### src/core/isf_params.svh
// constants for the input selector and offset removal filter control
`ifndef ISF_PARAMS_SVH
`define ISF_PARAMS_SVH

// register indices
`define ISF_REG_POWER      2'h0
`define ISF_REG_SELECT     2'h1
`define ISF_REG_STATUS     2'h2
`define ISF_REG_CORNER     2'h3

// power register fields
`define ISF_POW_ADC_L      0
`define ISF_POW_ADC_R      1
`define ISF_POW_DAC        2

// select register fields
`define ISF_SEL_LEFT_LO    0
`define ISF_SEL_RIGHT_LO   2
`define ISF_SEL_LDIFF      4
`define ISF_SEL_RDIFF      5

// reset values
`define ISF_POWER_RST      3'h0
`define ISF_SELECT_RST     6'h00

// corner frequency in millihertz at the reference rate, rate in hertz
`define ISF_CORNER_MHZ     900
`define ISF_REF_FS_HZ      44100

`endif

### src/core/isf_pkg.sv
// types for the input selector and offset removal filter control
package isf_pkg;

  // route for one microphone amplifier channel
  typedef enum logic [2:0] {
    ISF_RT_IN1  = 3'h0,
    ISF_RT_IN2  = 3'h1,
    ISF_RT_IN3  = 3'h3,
    ISF_RT_IN4  = 3'h2,
    ISF_RT_DIFF = 3'h6,
    ISF_RT_NONE = 3'h7
  } isf_route_t;

  // which path the filter runs on
  typedef enum logic [1:0] {
    ISF_FP_OFF = 2'h0,
    ISF_FP_ADC = 2'h1,
    ISF_FP_DAC = 2'h3
  } isf_fpath_t;

endpackage

### src/core/isf_ctrl_if.sv
// carrier between the register file and the route decoder
`timescale 1ns/1ps
interface isf_ctrl_if;
  logic [1:0] left_input_select;
  logic [1:0] right_input_select;
  logic       left_diff_select;
  logic       right_diff_select;
  logic [2:0] left_route;
  logic [2:0] right_route;
  logic       route_valid;

  modport ctrl (
    output left_input_select, right_input_select,
    output left_diff_select, right_diff_select,
    input  left_route, right_route, route_valid
  );
  modport dec (
    input  left_input_select, right_input_select,
    input  left_diff_select, right_diff_select,
    output left_route, right_route, route_valid
  );
endinterface

### src/core/isf_route_dec.sv
// registered decoder from select bits to input routes
`timescale 1ns/1ps
module isf_route_dec
  import isf_pkg::*;
(
  // clock and reset
  input  wire logic clk,
  input  wire logic reset,
  // selector bits in, routes out
  isf_ctrl_if.dec   sel
);

  typedef struct packed {
    isf_route_t left_route;
    isf_route_t right_route;
    logic       route_valid;
  } isf_dec_state_t;

  isf_dec_state_t st;
  isf_dec_state_t next_st;

  function automatic isf_route_t code_route(input logic [1:0] code);
    case (code)
      2'h0:    code_route = ISF_RT_IN1;
      2'h1:    code_route = ISF_RT_IN2;
      2'h2:    code_route = ISF_RT_IN3;
      default: code_route = ISF_RT_IN4;
    endcase
  endfunction

  always_comb begin
    next_st = st;
    next_st.left_route  = ISF_RT_NONE;
    next_st.right_route = ISF_RT_NONE;
    next_st.route_valid = 1'b0;
    case ({sel.left_diff_select, sel.right_diff_select})
      2'b00: begin
        next_st.left_route  = code_route(sel.left_input_select);
        next_st.right_route = code_route(sel.right_input_select);
        next_st.route_valid = 1'b1;
      end
      2'b11: begin
        // pair one on left, pair two on right
        if (sel.left_input_select == 2'h0 &&
            sel.right_input_select == 2'h0) begin
          next_st.left_route  = ISF_RT_DIFF;
          next_st.right_route = ISF_RT_DIFF;
          next_st.route_valid = 1'b1;
        end
      end
      2'b10: begin
        if (sel.left_input_select == 2'h0 &&
            sel.right_input_select != 2'h0) begin
          next_st.left_route  = ISF_RT_DIFF;
          next_st.right_route = code_route(sel.right_input_select);
          next_st.route_valid = 1'b1;
        end
      end
      default: begin
        // input two on the left is taken by the right pair
        if (sel.right_input_select == 2'h0 &&
            sel.left_input_select != 2'h1) begin
          next_st.left_route  = code_route(sel.left_input_select);
          next_st.right_route = ISF_RT_DIFF;
          next_st.route_valid = 1'b1;
        end
      end
    endcase
  end

  always_ff @(posedge clk) begin
    if (reset) begin
      st <= '{ISF_RT_IN1, ISF_RT_IN1, 1'b1};
    end else begin
      st <= next_st;
    end
  end

  assign sel.left_route  = st.left_route;
  assign sel.right_route = st.right_route;
  assign sel.route_valid = st.route_valid;

endmodule

### src/core/isf_top.sv
// filter path enable and input selector control with register port
`timescale 1ns/1ps
`include "isf_params.svh"
module isf_top
  import isf_pkg::*;
#(
  parameter int FS_HZ = 44100
)(
  // clock and reset
  input  wire logic       clk,
  input  wire logic       reset,
  // register port
  input  wire logic [1:0] reg_addr,
  input  wire logic [7:0] reg_wdata,
  input  wire logic       reg_write,
  input  wire logic       reg_read,
  output logic      [7:0] reg_rdata,
  // filter path enables
  output logic            adc_filter_enable,
  output logic            dac_filter_enable,
  // channel routes
  output logic      [2:0] left_route,
  output logic      [2:0] right_route,
  output logic            route_valid
);

  // ***************************************************************
  // state
  // ***************************************************************
  typedef struct packed {
    logic       adc_left_power;
    logic       adc_right_power;
    logic       dac_power;
    logic [1:0] left_input_select;
    logic [1:0] right_input_select;
    logic       left_diff_select;
    logic       right_diff_select;
    isf_fpath_t fpath;
    logic       adc_filter_enable;
    logic       dac_filter_enable;
    logic [7:0] rdata;
  } isf_state_t;

  isf_state_t st;
  isf_state_t next_st;

  // corner scales with rate; the filter itself lives in the datapath
  localparam int CORNER_MHZ =
    (`ISF_CORNER_MHZ * FS_HZ) / `ISF_REF_FS_HZ;

  isf_ctrl_if ctl ();

  isf_route_dec i_isf_route_dec (
    .clk   (clk),
    .reset (reset),
    .sel   (ctl.dec)
  );

  assign ctl.left_input_select  = st.left_input_select;
  assign ctl.right_input_select = st.right_input_select;
  assign ctl.left_diff_select   = st.left_diff_select;
  assign ctl.right_diff_select  = st.right_diff_select;

  // ***************************************************************
  // next state
  // ***************************************************************
  always_comb begin
    next_st = st;
    next_st.rdata = 8'h00;
    if (reg_write) begin
      if (reg_addr == `ISF_REG_POWER) begin
        next_st.adc_left_power  = reg_wdata[`ISF_POW_ADC_L];
        next_st.adc_right_power = reg_wdata[`ISF_POW_ADC_R];
        next_st.dac_power       = reg_wdata[`ISF_POW_DAC];
      end else if (reg_addr == `ISF_REG_SELECT) begin
        // any combination is stored; the decoder flags bad ones
        next_st.left_input_select  = reg_wdata[`ISF_SEL_LEFT_LO +: 2];
        next_st.right_input_select = reg_wdata[`ISF_SEL_RIGHT_LO +: 2];
        next_st.left_diff_select   = reg_wdata[`ISF_SEL_LDIFF];
        next_st.right_diff_select  = reg_wdata[`ISF_SEL_RDIFF];
      end
    end
    if (reg_read) begin
      if (reg_addr == `ISF_REG_POWER) begin
        next_st.rdata = {5'h00, st.dac_power, st.adc_right_power,
                         st.adc_left_power};
      end else if (reg_addr == `ISF_REG_SELECT) begin
        next_st.rdata = {2'h0, st.right_diff_select, st.left_diff_select,
                         st.right_input_select, st.left_input_select};
      end else if (reg_addr == `ISF_REG_STATUS) begin
        next_st.rdata = {ctl.route_valid, ctl.right_route,
                         1'b0, ctl.left_route} ^ 8'h00;
        next_st.rdata[3] = st.fpath[1];
        next_st.rdata[7] = ctl.route_valid;
      end else if (reg_addr == `ISF_REG_CORNER) begin
        next_st.rdata = 8'(CORNER_MHZ / 10);
      end
    end
    // enables are held in flops beside the path code so outputs stay glitch free
    if (st.adc_left_power || st.adc_right_power) begin
      next_st.fpath             = ISF_FP_ADC;
      next_st.adc_filter_enable = 1'b1;
      next_st.dac_filter_enable = 1'b0;
    end else if (st.dac_power) begin
      next_st.fpath             = ISF_FP_DAC;
      next_st.adc_filter_enable = 1'b0;
      next_st.dac_filter_enable = 1'b1;
    end else begin
      next_st.fpath             = ISF_FP_OFF;
      next_st.adc_filter_enable = 1'b0;
      next_st.dac_filter_enable = 1'b0;
    end
  end

  always_ff @(posedge clk) begin
    if (reset) begin
      st <= '{1'b0, 1'b0, 1'b0, 2'h0, 2'h0, 1'b0, 1'b0,
              ISF_FP_OFF, 1'b0, 1'b0, 8'h00};
    end else begin
      st <= next_st;
    end
  end

  // ***************************************************************
  // outputs
  // ***************************************************************
  assign reg_rdata         = st.rdata;
  assign adc_filter_enable = st.adc_filter_enable;
  assign dac_filter_enable = st.dac_filter_enable;
  assign left_route        = ctl.left_route;
  assign right_route       = ctl.right_route;
  assign route_valid       = ctl.route_valid;

endmodule

### config.mk
export PLATFORM = sky130hd
export DESIGN_NAME = isf_top
export DESIGN_NICKNAME = d
export VERILOG_FILES = /design/src/core/isf_pkg.sv /design/src/core/isf_ctrl_if.sv /design/src/core/isf_route_dec.sv /design/src/core/isf_top.sv
export VERILOG_INCLUDE_DIRS = /design/src /design/src/core
export SDC_FILE = /design/constraint.sdc
export NUM_CORES = 1
export LEC_CHECK = 0
export BUFFER_PORTS_ARGS = -buffer_cell sky130_fd_sc_hd__buf_2
export CORE_UTILIZATION = 54
export DETAILED_ROUTE_END_ITERATION = 6
export PLACE_DENSITY = 0.82
export SETUP_SLACK_MARGIN = 0.2
export SLEW_MARGIN = 40
export SYNTH_ARGS = -nofsm -noshare
export SYNTH_HDL_FRONTEND = slang
export SYNTH_SLANG_ARGS = --single-unit
export TNS_END_PERCENT = 10
### constraint.sdc
create_clock -name clk -period 3.79 [get_ports clk]
set_input_delay 0.758 -clock clk [delete_from_list [all_inputs] [get_ports clk]]
set_output_delay 0.758 -clock clk [all_outputs]
set_load 0.1 [all_outputs]
[Word level (Yosys, flattened, before mapping)]
Cells that the tools add are included.
Storage, ports and cells
  bits of input ports: 14
  flip-flop bits (word level): 27
  word-level logic and storage cells: 55
  output and inout bits: 17
Operators by class
  bitwise gates (word level): 2
  equality and inequality tests: 10
  muxes and demuxes: 12
  reduce and logical (&&, ||, !) cells: 15
Operators with widths (count)
  case mux 7 bit (3 select lines): 1
  2-to-1 mux 7 bit: 2
  equality test 2 bit, second input constant: 6
  case mux 2 bit (3 select lines): 2
  2-to-1 mux 5 bit: 2
  logical NOT 2 bit: 4
  2-to-1 mux 8 bit: 1
  equality test 2 x 1 -> 1 bit, second input constant: 3
  2-to-1 mux 6 bit: 1
  2-to-1 mux 4 bit: 1
  OR reduction 2 bit: 2
  OR reduction 4 bit: 1
  logical AND 1 bit: 3
  2-to-1 mux 3 bit: 1
  AND reduction 3 bit: 1
  OR reduction 3 bit: 1
  2-to-1 mux 2 bit: 1
  != test 2 x 1 -> 1 bit, second input constant: 1
  inverter 1 bit: 2
  AND reduction 2 bit: 1
  nonzero test 2 bit: 1
  logical OR 1 bit: 1

[Logic depth before layout (Yosys ltp)]
Gate-level depths: netlist (run 1).
  depth in word-level cells: 5
  mapped depth: 5
  gate-level depth less buffers: 5

[Cells and area by module]
Synthesis (run 1) repeated with hierarchy kept, for this count alone.
Second synthesis, totals
  cells, all modules: 124
  area, all modules: 1197.4 µm²
Modules (own cells, without submodules)
  isf_top: area an instance 799.5 µm², times used 1, cells each 80, sequential area each 380.4 µm²
  isf_route_dec: area an instance 397.9 µm², times used 1, cells each 44, sequential area each 140.1 µm²

[Worst setup path after synthesis (run 1)]
No wires, ideal clock.
  path type: reg2out
  start: reg i_isf_route_dec.st (netlist bit i_isf_route_dec.sel.right_route[2])
  end: out right_route[2]
  cell stages (with the launch flop): 1
  path slack: 2.107 ns
  data arrival time: 0.925 ns
  required time: 3.032 ns
  path buffers: 0
  path through: dfxtp_1
RTL lines
  start, declared: line isf_route_dec.sv:19  | isf_dec_state_t st;
  start signal, assigned: line isf_route_dec.sv:73  | st <= '{ISF_RT_IN1, ISF_RT_IN1, 1'b1};
  start signal, assigned: line isf_route_dec.sv:75  | st <= next_st;
  end, declared: line isf_top.sv:23  | output logic [2:0] right_route,
No word-level cell between the ends.

[Final worst setup path (run 1)]
  start: reg i_isf_route_dec.st (netlist bit i_isf_route_dec.sel.left_route[1])
  end: out left_route[1]
RTL lines
  end, declared: line isf_top.sv:22  | output logic [2:0] left_route,
No word-level cell between the ends.

==> metrics.txt, run 1 <==
# TYPE chip_impl_metric gauge
chip_impl_info{name="outcome",value="finished clean"} 1
chip_impl_info{name="largest_family_of_logic_cells_by_synthesized_area",value="simple AND/OR/NAND/NOR gates"} 1
chip_impl_metric{name="port_buffers",unit=""} 28
chip_impl_metric{name="global_route_wire_length_before_repair",unit="mm"} 3.291
chip_impl_metric{name="num_io_pins",unit=""} 31
chip_impl_metric{name="detailed_place_hpwl",unit="mm"} 1.463
chip_impl_info{name="unrepaired_setup_endpoints_after_global_routing",value="false"} 1
chip_impl_metric{name="postSynthRegisterBits",unit=""} 26
chip_impl_metric{name="finalHoldViolations",unit=""} 0
chip_impl_metric{name="timing.setup.tns",unit="ns"} 0
chip_impl_metric{name="timing.max_cap.violations",unit=""} 0
chip_impl_metric{name="yosysWarningCount",unit=""} 0
chip_impl_info{name="path_cells",value="buf_2"} 1
chip_impl_metric{name="area_of_the_placeable_core",unit="sq mm"} 0.002002
chip_impl_metric{name="final_net_count",unit=""} 161
chip_impl_metric{name="ff2ff_path_depth",unit=""} 5
chip_impl_metric{name="muxShareOfSynthArea",unit="%"} 9.432
chip_impl_info{name="cp_launch_point",value="i_isf_route_dec.sel.left_route[1]"} 1
chip_impl_metric{name="post_synth_xor_area_fraction",unit="%"} 0
chip_impl_metric{name="required",unit="ns"} 3.03
chip_impl_metric{name="share_comb_of_total_power",unit="%"} 19.3
chip_impl_info{name="cts_tree",value="built"} 1
chip_impl_info{name="reg2reg_from",value="ctl.right_input_select[0]"} 1
chip_impl_metric{name="pwr-share-clk",unit="%"} 21.7
chip_impl_info{name="endpoint_type_of_the_worst_setup_path",value="output pin"} 1
chip_impl_metric{name="post_synth_and_or_nand_nor_area_fraction",unit="%"} 18.44
chip_impl_metric{name="postSynthAreaPerCell",unit="sq um"} 9.648
chip_impl_metric{name="initial_core_util",unit="%"} 58.31
chip_impl_metric{name="power_switching",unit="mW"} 0.1472
chip_impl_metric{name="detailedPlace.worstSlack",unit="ns"} 2.097
chip_impl_metric{name="routed-via-count",unit=""} 844
chip_impl_info{name="synth_top_cells_by_area",value="sky130_fd_sc_hd__dfxtp_1 (45%), sky130_fd_sc_hd__mux2i_1 (9.4%), sky130_fd_sc_hd__ha_1 (7.5%), sky130_fd_sc_hd__buf_4 (5.8%), sky130_fd_sc_hd__nor2_1 (5.5%)"} 1
chip_impl_metric{name="number_of_antenna_violations_at_the_first_check_in_global_routing",unit=""} 0
chip_impl_metric{name="netlist-cell-type-count",unit=""} 28
chip_impl_metric{name="dieWidth",unit="um"} 48.50
chip_impl_metric{name="post_cts_buffers",unit=""} 0
chip_impl_metric{name="areaGrowthSynthToFinish",unit="%"} 8.575
chip_impl_metric{name="peakVddDrop",unit="uV"} 184.7
chip_impl_metric{name="synth_compound_gate_area_share",unit="%"} 10.18
chip_impl_info{name="clock-root-buffer",value="sky130_fd_sc_hd__clkbuf_4"} 1
chip_impl_metric{name="global_placer_s_final_weighted_congestion",unit=""} 0.7966
chip_impl_metric{name="detail_route.iter0.violations",unit=""} 30
chip_impl_info{name="timing.critical_path.max_delay_family",value="buffers and inverters"} 1
chip_impl_metric{name="number_of_enable_type_register_cells_in_the_synthesized_netlist",unit=""} 0
chip_impl_info{name="synth-main-ff-cell",value="sky130_fd_sc_hd__dfxtp_1"} 1
chip_impl_metric{name="internal-power",unit="mW"} 0.3433
chip_impl_metric{name="power.share.switching",unit="%"} 30.00
chip_impl_metric{name="routed_wl_per_cell",unit="um"} 11.62
chip_impl_metric{name="maximum_level_of_the_cts_h_tree",unit=""} 1
chip_impl_metric{name="fin_crit_sh",unit="%"} 48.56
chip_impl_metric{name="timing.critical_path.depth",unit=""} 1
chip_impl_metric{name="yosys.area_share.adder",unit="%"} 7.503
chip_impl_metric{name="grt_overflow",unit=""} 0
chip_impl_metric{name="remaining_design_rule_violation_count",unit=""} 0
chip_impl_metric{name="grt_start_max_net_pins",unit=""} 21
chip_impl_metric{name="leakage",unit="nW"} 0.5848
chip_impl_info{name="hold_path.class",value="flop to flop"} 1
chip_impl_metric{name="postLayoutCoreUtil",unit="%"} 63.31
chip_impl_info{name="post-synth-top-count-cell",value="sky130_fd_sc_hd__dfxtp_1"} 1
chip_impl_metric{name="cp_num_buf_inv",unit=""} 1
chip_impl_metric{name="grt_usage",unit="%"} 17.68
chip_impl_info{name="critical_path.slowest_cell",value="sky130_fd_sc_hd__buf_2"} 1
chip_impl_metric{name="ant_nets",unit=""} 0
chip_impl_metric{name="netlist_instances",unit=""} 121
chip_impl_metric{name="power.share.sequential",unit="%"} 59.0
chip_impl_metric{name="clock.fmax",unit="MHz"} 543.3
chip_impl_metric{name="cp_slowest_stage_delay",unit="ns"} 0.43
chip_impl_metric{name="cts_made_buffers",unit=""} 3
chip_impl_metric{name="placement_rows",unit=""} 16
chip_impl_metric{name="clockBufferDepth",unit=""} 2
chip_impl_info{name="timing_worst_setup_path_type",value="flop to output pin"} 1
chip_impl_metric{name="cp_data_arrival_time",unit="ns"} 1.08
chip_impl_info{name="setup.worst_path.end",value="left_route[1]"} 1
chip_impl_metric{name="slew-limit-headroom",unit="%"} 67.70
chip_impl_metric{name="detail_route.wirelength",unit="mm"} 1.918
chip_impl_metric{name="n_antenna_cell",unit=""} 0
chip_impl_metric{name="drv_slew",unit=""} 0
chip_impl_metric{name="fin_skew",unit="ns"} 0.002485
chip_impl_metric{name="firstDrtPassIters",unit=""} 4
chip_impl_metric{name="ys_seq_area_share",unit="%"} 44.59
chip_impl_metric{name="register_clock_pin_slew_on_the_reported_worst_setup_and_hold_paths",unit="ns"} 0.12
chip_impl_metric{name="yosys.area.top_type_share",unit="%"} 44.59
chip_impl_metric{name="cts_hold_buffers",unit=""} 0
chip_impl_info{name="cp-start-kind",value="flop"} 1
chip_impl_metric{name="crit_path_time_final",unit="ns"} 1.841
chip_impl_metric{name="die_h",unit="um"} 48.50
chip_impl_metric{name="critical_path_peak_fanout",unit=""} 2
chip_impl_info{name="synth_area_leader_cell",value="sky130_fd_sc_hd__dfxtp_1"} 1
chip_impl_metric{name="p_per_area",unit="mW/mm^2"} 387.0
chip_impl_metric{name="clock_latency",unit="ns"} 0.30
chip_impl_metric{name="ys_async_sr_fraction",unit="%"} 0
chip_impl_metric{name="worst-r2r-setup-slack",unit="ns"} 2.38
chip_impl_metric{name="routed_via_density",unit=""} 5.115
chip_impl_info{name="worstReg2RegEnd",value="i_isf_route_dec.sel.right_route[1]"} 1
chip_impl_metric{name="cts_repair_resize_count",unit=""} 0
chip_impl_metric{name="setup_viol_count_final",unit=""} 0
chip_impl_metric{name="drive_gt1_share",unit="%"} 24.64
chip_impl_metric{name="cts_num_sinks",unit=""} 26
chip_impl_metric{name="worstMarginPinSlew",unit="ns"} 0.4879
chip_impl_metric{name="synth_fp_nets",unit=""} 142
chip_impl_metric{name="synth_area",unit="sq mm"} 0.001167
chip_impl_metric{name="final.fill_count",unit=""} 180
chip_impl_metric{name="grt_pass1_vias",unit=""} 779
chip_impl_info{name="synth_common_cells",value="sky130_fd_sc_hd__dfxtp_1 (26), sky130_fd_sc_hd__nor2_1 (17), sky130_fd_sc_hd__mux2i_1 (11), sky130_fd_sc_hd__a21oi_1 (10), sky130_fd_sc_hd__buf_4 (9)"} 1
chip_impl_metric{name="overall_die_area",unit="sq mm"} 0.002352
chip_impl_metric{name="fin_ws",unit="ns"} 1.949
-- cells by family after synthesis --
| logic type | Yosys count |
|---|---|
| compound gates | 20 |
| simple gates | 38 |
| buf+inv | 19 |
| mux | 11 |
| fa+ha+maj | 7 |
| flops | 26 |
-- state kept, by name, summed over array words and instances (netlist names) --
| register | flops |
|---|---|
| reg_rdata | 8 |
| st | 4 |
| i_isf_route_dec.sel.left_route | 3 |
| i_isf_route_dec.sel.right_route | 3 |
| ctl.left_input_select | 2 |
| ctl.right_input_select | 2 |
| adc_filter_enable | 1 |
| ctl.left_diff_select | 1 |
| ctl.right_diff_select | 1 |
| i_isf_route_dec.sel.route_valid | 1 |
-- final cells by class --
| type | count | area [sq um] | share of cell area (%) |
|---|---|---|---|
| multi-input combinational | 76 | 531.8 | 41.95 |
| sequential | 26 | 520.5 | 41.07 |
| timing repair buffer | 28 | 140.1 | 11.06 |
| tap | 27 | 33.78 | 2.665 |
| clock buffer | 3 | 22.52 | 1.777 |
| inverter | 5 | 18.77 | 1.481 |
-- power groups by stage --
stage | clock network (mW) | logic (mW) | registers, mW
global placement | 0 | 0.0927 | 0.295
floorplan | 0 | 0.0526 | 0.323
detailed placement | 0 | 0.0947 | 0.296
CTS | 0.110 | 0.0948 | 0.289
finish | 0.107 | 0.0946 | 0.289
global route | 0.123 | 0.101 | 0.291
-- worst reg2reg max path, stage by stage (launching register included) --
cell and delay [ns]:
sky130_fd_sc_hd__dfxtp_1 0.40, sky130_fd_sc_hd__inv_1 0.09, sky130_fd_sc_hd__ha_1 0.26, sky130_fd_sc_hd__nand2b_1 0.18
sky130_fd_sc_hd__a21oi_1 0.27, sky130_fd_sc_hd__a21oi_1 0.10
-- worst min path at each step --
| stage | start | endpoint | depth (start not counted) |
|---|---|---|---|
| 2_1_floorplan | st[19] | st[11] | 1 |
| 6_report | i_isf_route_dec.sel.right_route[1] | reg_rdata[5] | 2 |
| 3_3_place_gp | i_isf_route_dec.sel.right_route[1] | reg_rdata[5] | 2 |
| 4_1_cts | i_isf_route_dec.sel.right_route[1] | reg_rdata[5] | 2 |
| 3_5_place_dp | i_isf_route_dec.sel.right_route[1] | reg_rdata[5] | 2 |
| 5_1_grt | i_isf_route_dec.sel.right_route[1] | reg_rdata[5] | 2 |
-- stage by stage --
stage | cells | area [sq um] | hold slack, ns | power, mW
after global routing | 165 | 1267 | 0.4784 | 0.5142
final | 165 | 1267 | 0.4617 | 0.4905
after floorplan | 121 | 1167 | 0.4388 | 0.3755
after global placement | 162 | 1245 | 0.4421 | 0.3877
after CTS | 165 | 1267 | 0.4638 | 0.4946
after detailed placement | 162 | 1245 | 0.4462 | 0.3902
-- per-layer routing --
layer	wire (um)	up-vias	track usage [%]
met5	0	-	0
met4	12	0	4.412
met3	73	2	4.717
met2	976	17	32.39
met1	855	393	20.28
li1	-	432	-
-- placed cells by master, fill, tap and decap left out --
cell type,n
sky130_fd_sc_hd__a211oi_1,3
sky130_fd_sc_hd__a21oi_1,10
sky130_fd_sc_hd__o21ai_1,1
sky130_fd_sc_hd__ha_1,7
sky130_fd_sc_hd__nor4b_1,1
sky130_fd_sc_hd__nand3b_1,2
sky130_fd_sc_hd__inv_1,5
sky130_fd_sc_hd__nor3b_4,1
sky130_fd_sc_hd__nand2b_1,3
sky130_fd_sc_hd__nor2b_1,3
sky130_fd_sc_hd__dfxtp_1,26
sky130_fd_sc_hd__or2_0,2
sky130_fd_sc_hd__nor2b_2,1
sky130_fd_sc_hd__a311oi_1,1
sky130_fd_sc_hd__clkbuf_4,3
sky130_fd_sc_hd__buf_2,28
sky130_fd_sc_hd__a31oi_1,1
sky130_fd_sc_hd__nand3b_4,1
sky130_fd_sc_hd__nand2_1,6
sky130_fd_sc_hd__o21ai_0,2
sky130_fd_sc_hd__mux2i_1,11
sky130_fd_sc_hd__nor3b_1,1
sky130_fd_sc_hd__nor2_1,17
sky130_fd_sc_hd__a311o_1,1
sky130_fd_sc_hd__o22ai_1,1
No activity file was read; power rests on OpenSTA's default activity.
==> run 2: changes to the inputs <==
--- a/config.mk
+++ b/config.mk
@@ -7,9 +7,9 @@
 export NUM_CORES = 1
 export LEC_CHECK = 0
 export BUFFER_PORTS_ARGS = -buffer_cell sky130_fd_sc_hd__buf_2
-export CORE_UTILIZATION = 54
+export CORE_UTILIZATION = 46
 export DETAILED_ROUTE_END_ITERATION = 6
-export PLACE_DENSITY = 0.82
+export PLACE_DENSITY = 0.74
 export SETUP_SLACK_MARGIN = 0.2
 export SLEW_MARGIN = 40
 export SYNTH_ARGS = -nofsm -noshare
==> constraint.sdc (replaced) <==
create_clock -name clk -period 1.5 [get_ports clk]
set_input_delay 0.3 -clock clk [delete_from_list [all_inputs] [get_ports clk]]
set_output_delay 0.3 -clock clk [all_outputs]
set_load 0.1 [all_outputs]
==> run 2 against run 1 <==
  * Setup slack worse by 1.8 ns
  * Combinational power rose to 2.8 times the previous value
  * First-iteration DRC count down 80%
  * Cell area rose by 8.4%
  * Clock skew grew 0.0023 ns
==> metrics.txt, run 2 (same netlist as run 1, synthesis figures left out) <==
# TYPE chip_impl_metric gauge
chip_impl_metric{name="overall_die_area",unit="sq mm"} 0.002743
chip_impl_info{name="reg2reg_from",value="ctl.right_input_select[0]"} 1
chip_impl_metric{name="grt_pass1_vias",unit=""} 820
chip_impl_info{name="endpoint_type_of_the_worst_setup_path",value="output pin"} 1
chip_impl_metric{name="power",unit="mW"} 1.283
chip_impl_metric{name="fin_skew",unit="ns"} 0.004750
chip_impl_metric{name="p_per_area",unit="mW/mm^2"} 933.7
chip_impl_info{name="clock-root-buffer",value="sky130_fd_sc_hd__clkbuf_4"} 1
chip_impl_info{name="unrepaired_setup_endpoints_after_global_routing",value="true"} 1
chip_impl_metric{name="n_antenna_cell",unit=""} 0
chip_impl_metric{name="dieWidth",unit="um"} 52.38
chip_impl_info{name="hold_path.class",value="input pin to flop"} 1
chip_impl_metric{name="leakage",unit="nW"} 0.6064
chip_impl_metric{name="placement_rows",unit=""} 17
chip_impl_metric{name="cp_num_buf_inv",unit=""} 1
chip_impl_metric{name="area_of_the_placeable_core",unit="sq mm"} 0.002297
chip_impl_metric{name="die_h",unit="um"} 52.38
chip_impl_metric{name="cts_hold_buffers",unit=""} 0
chip_impl_metric{name="clock.fmax",unit="MHz"} 738.9
chip_impl_metric{name="maximum_level_of_the_cts_h_tree",unit=""} 1
chip_impl_info{name="path_cells",value="buf_2"} 1
chip_impl_metric{name="finalHoldViolations",unit=""} 0
chip_impl_metric{name="peakVddDrop",unit="uV"} 571.9
chip_impl_metric{name="detailed_place_hpwl",unit="mm"} 1.523
chip_impl_metric{name="drive_gt1_share",unit="%"} 31.43
chip_impl_info{name="cp_launch_point",value="adc_filter_enable"} 1
chip_impl_metric{name="clock_latency",unit="ns"} 0.32
chip_impl_metric{name="global_placer_s_final_weighted_congestion",unit=""} 0.7500
chip_impl_metric{name="timing.max_cap.violations",unit=""} 0
chip_impl_metric{name="register_clock_pin_slew_on_the_reported_worst_setup_and_hold_paths",unit="ns"} 0.13
chip_impl_info{name="timing_worst_setup_path_type",value="flop to output pin"} 1
chip_impl_metric{name="slew-limit-headroom",unit="%"} 67.94
chip_impl_info{name="cp-start-kind",value="flop"} 1
chip_impl_metric{name="critical_path_peak_fanout",unit=""} 1
chip_impl_metric{name="areaGrowthSynthToFinish",unit="%"} 17.69
chip_impl_metric{name="clockBufferDepth",unit=""} 2
chip_impl_metric{name="cp_slowest_stage_delay",unit="ns"} 0.41
chip_impl_info{name="cts_tree",value="built"} 1
chip_impl_metric{name="setup_viol_count_final",unit=""} 0
chip_impl_metric{name="final.fill_count",unit=""} 198
chip_impl_info{name="most_frequent_cells_in_the_layout",value="sky130_fd_sc_hd__dfxtp_1 (24), sky130_fd_sc_hd__nor2_1 (17), sky130_fd_sc_hd__clkbuf_4 (17), sky130_fd_sc_hd__buf_2 (12), sky130_fd_sc_hd__mux2i_1 (11)"} 1
chip_impl_metric{name="timing.setup.tns",unit="ns"} 0
chip_impl_metric{name="cts_num_sinks",unit=""} 26
chip_impl_metric{name="remaining_design_rule_violation_count",unit=""} 0
chip_impl_info{name="critical_path.slowest_cell",value="sky130_fd_sc_hd__buf_2"} 1
chip_impl_metric{name="detail_route.wirelength",unit="mm"} 2.102
chip_impl_metric{name="largest_register_ffs",unit=""} 8
chip_impl_metric{name="cts_made_buffers",unit=""} 3
chip_impl_metric{name="fin_crit_sh",unit="%"} 90.22
chip_impl_metric{name="routed_wl_per_cell",unit="um"} 12.51
chip_impl_metric{name="multi_input_comb_area",unit="sq um"} 574.3
chip_impl_metric{name="worstMarginPinSlew",unit="ns"} 0.4843
chip_impl_metric{name="grt_start_max_net_pins",unit=""} 21
chip_impl_metric{name="cp_data_arrival_time",unit="ns"} 1.05
chip_impl_metric{name="required",unit="ns"} 1.20
chip_impl_metric{name="postLayoutCoreUtil",unit="%"} 59.80
chip_impl_metric{name="global_route_wire_length_before_repair",unit="mm"} 3.422
chip_impl_info{name="timing.critical_path.max_delay_family",value="buffers and inverters"} 1
chip_impl_info{name="final_common_cell",value="sky130_fd_sc_hd__dfxtp_1"} 1
chip_impl_metric{name="drv_slew",unit=""} 0
chip_impl_metric{name="firstDrtPassIters",unit=""} 4
chip_impl_metric{name="crit_path_time_final",unit="ns"} 1.353
chip_impl_metric{name="initial_core_util",unit="%"} 50.82
chip_impl_metric{name="port_buffers",unit=""} 28
chip_impl_info{name="outcome",value="finished clean"} 1
chip_impl_metric{name="detail_route.iter0.violations",unit=""} 6
chip_impl_metric{name="grt_overflow",unit=""} 0
chip_impl_metric{name="ant_nets",unit=""} 0
chip_impl_metric{name="routed_via_density",unit=""} 4.988
chip_impl_metric{name="num_io_pins",unit=""} 31
chip_impl_metric{name="grt_usage",unit="%"} 17.06
chip_impl_metric{name="number_of_antenna_violations_at_the_first_check_in_global_routing",unit=""} 0
chip_impl_metric{name="routed-via-count",unit=""} 838
chip_impl_metric{name="final_net_count",unit=""} 163
chip_impl_metric{name="layout.area.seq",unit="sq um"} 528.0
chip_impl_info{name="hold_start",value="reg_wdata[4]"} 1
run 2: layout make-up:
type	count	share of cell area, %
Sequential cell	26	38.43
Inverter	5	1.366
Clock buffer	3	1.639
Tap cell	28	2.550
Timing Repair Buffer	30	14.21
Multi-Input combinational cell	76	41.80
run 2: routing by layer:
metal | global-route usage (%) | wire [um] | share of wire [%] | vias up
met2 | 28.06 | 1019 | 48 | 23
li1 | - | - | - | 436
met3 | 2.609 | 80 | 3.8 | 5
met4 | 9.211 | 46 | 2.2 | 0
met5 | 0 | 0 | 0 | -
met1 | 21.10 | 954 | 45 | 374
run 2: power breakdown:
group	internal, mW	switching, mW	total [mW]
Clock	0.0943	0.197	0.291
Combinational	0.0770	0.186	0.263
Sequential	0.712	0.0160	0.728
run 2: worst paths after layout:
kind / to / slack [ns] / depth (start not counted)
min: ctl.left_diff_select / 0.20 / 3
max: adc_filter_enable / 0.15 / 1
min reg2reg: reg_rdata[5] / 0.47 / 2
max reg2reg: i_isf_route_dec.sel.route_valid / 0.22 / 5
run 2: what timing repair did:
action	CTS	global route
hold endpoints to repair	0	0
setup buffers	0	0
gates resized for setup	2	26
setup endpoints to repair	21	23
run 2: worst register-to-register path: cells and delay by family (launching register included):
kind            cells  cell delay (ns)
compound gates      2             0.40
fa+ha+maj           1             0.19
buf+inv             1             0.14
flops               1             0.33
simple gates        1             0.14
run 2: through the flow:
step,setup slack [ns],std cells,cell area (sq um),hold WS (ns)
2_1_floorplan,0.2061,121,1167,0.4388
3_3_place_gp,0.1825,165,1261,0.4425
3_5_place_dp,0.1355,165,1261,0.4438
4_1_cts,0.09651,168,1289,0.1976
5_1_grt,0.1174,168,1374,0.1923
6_report,0.1467,168,1374,0.1954
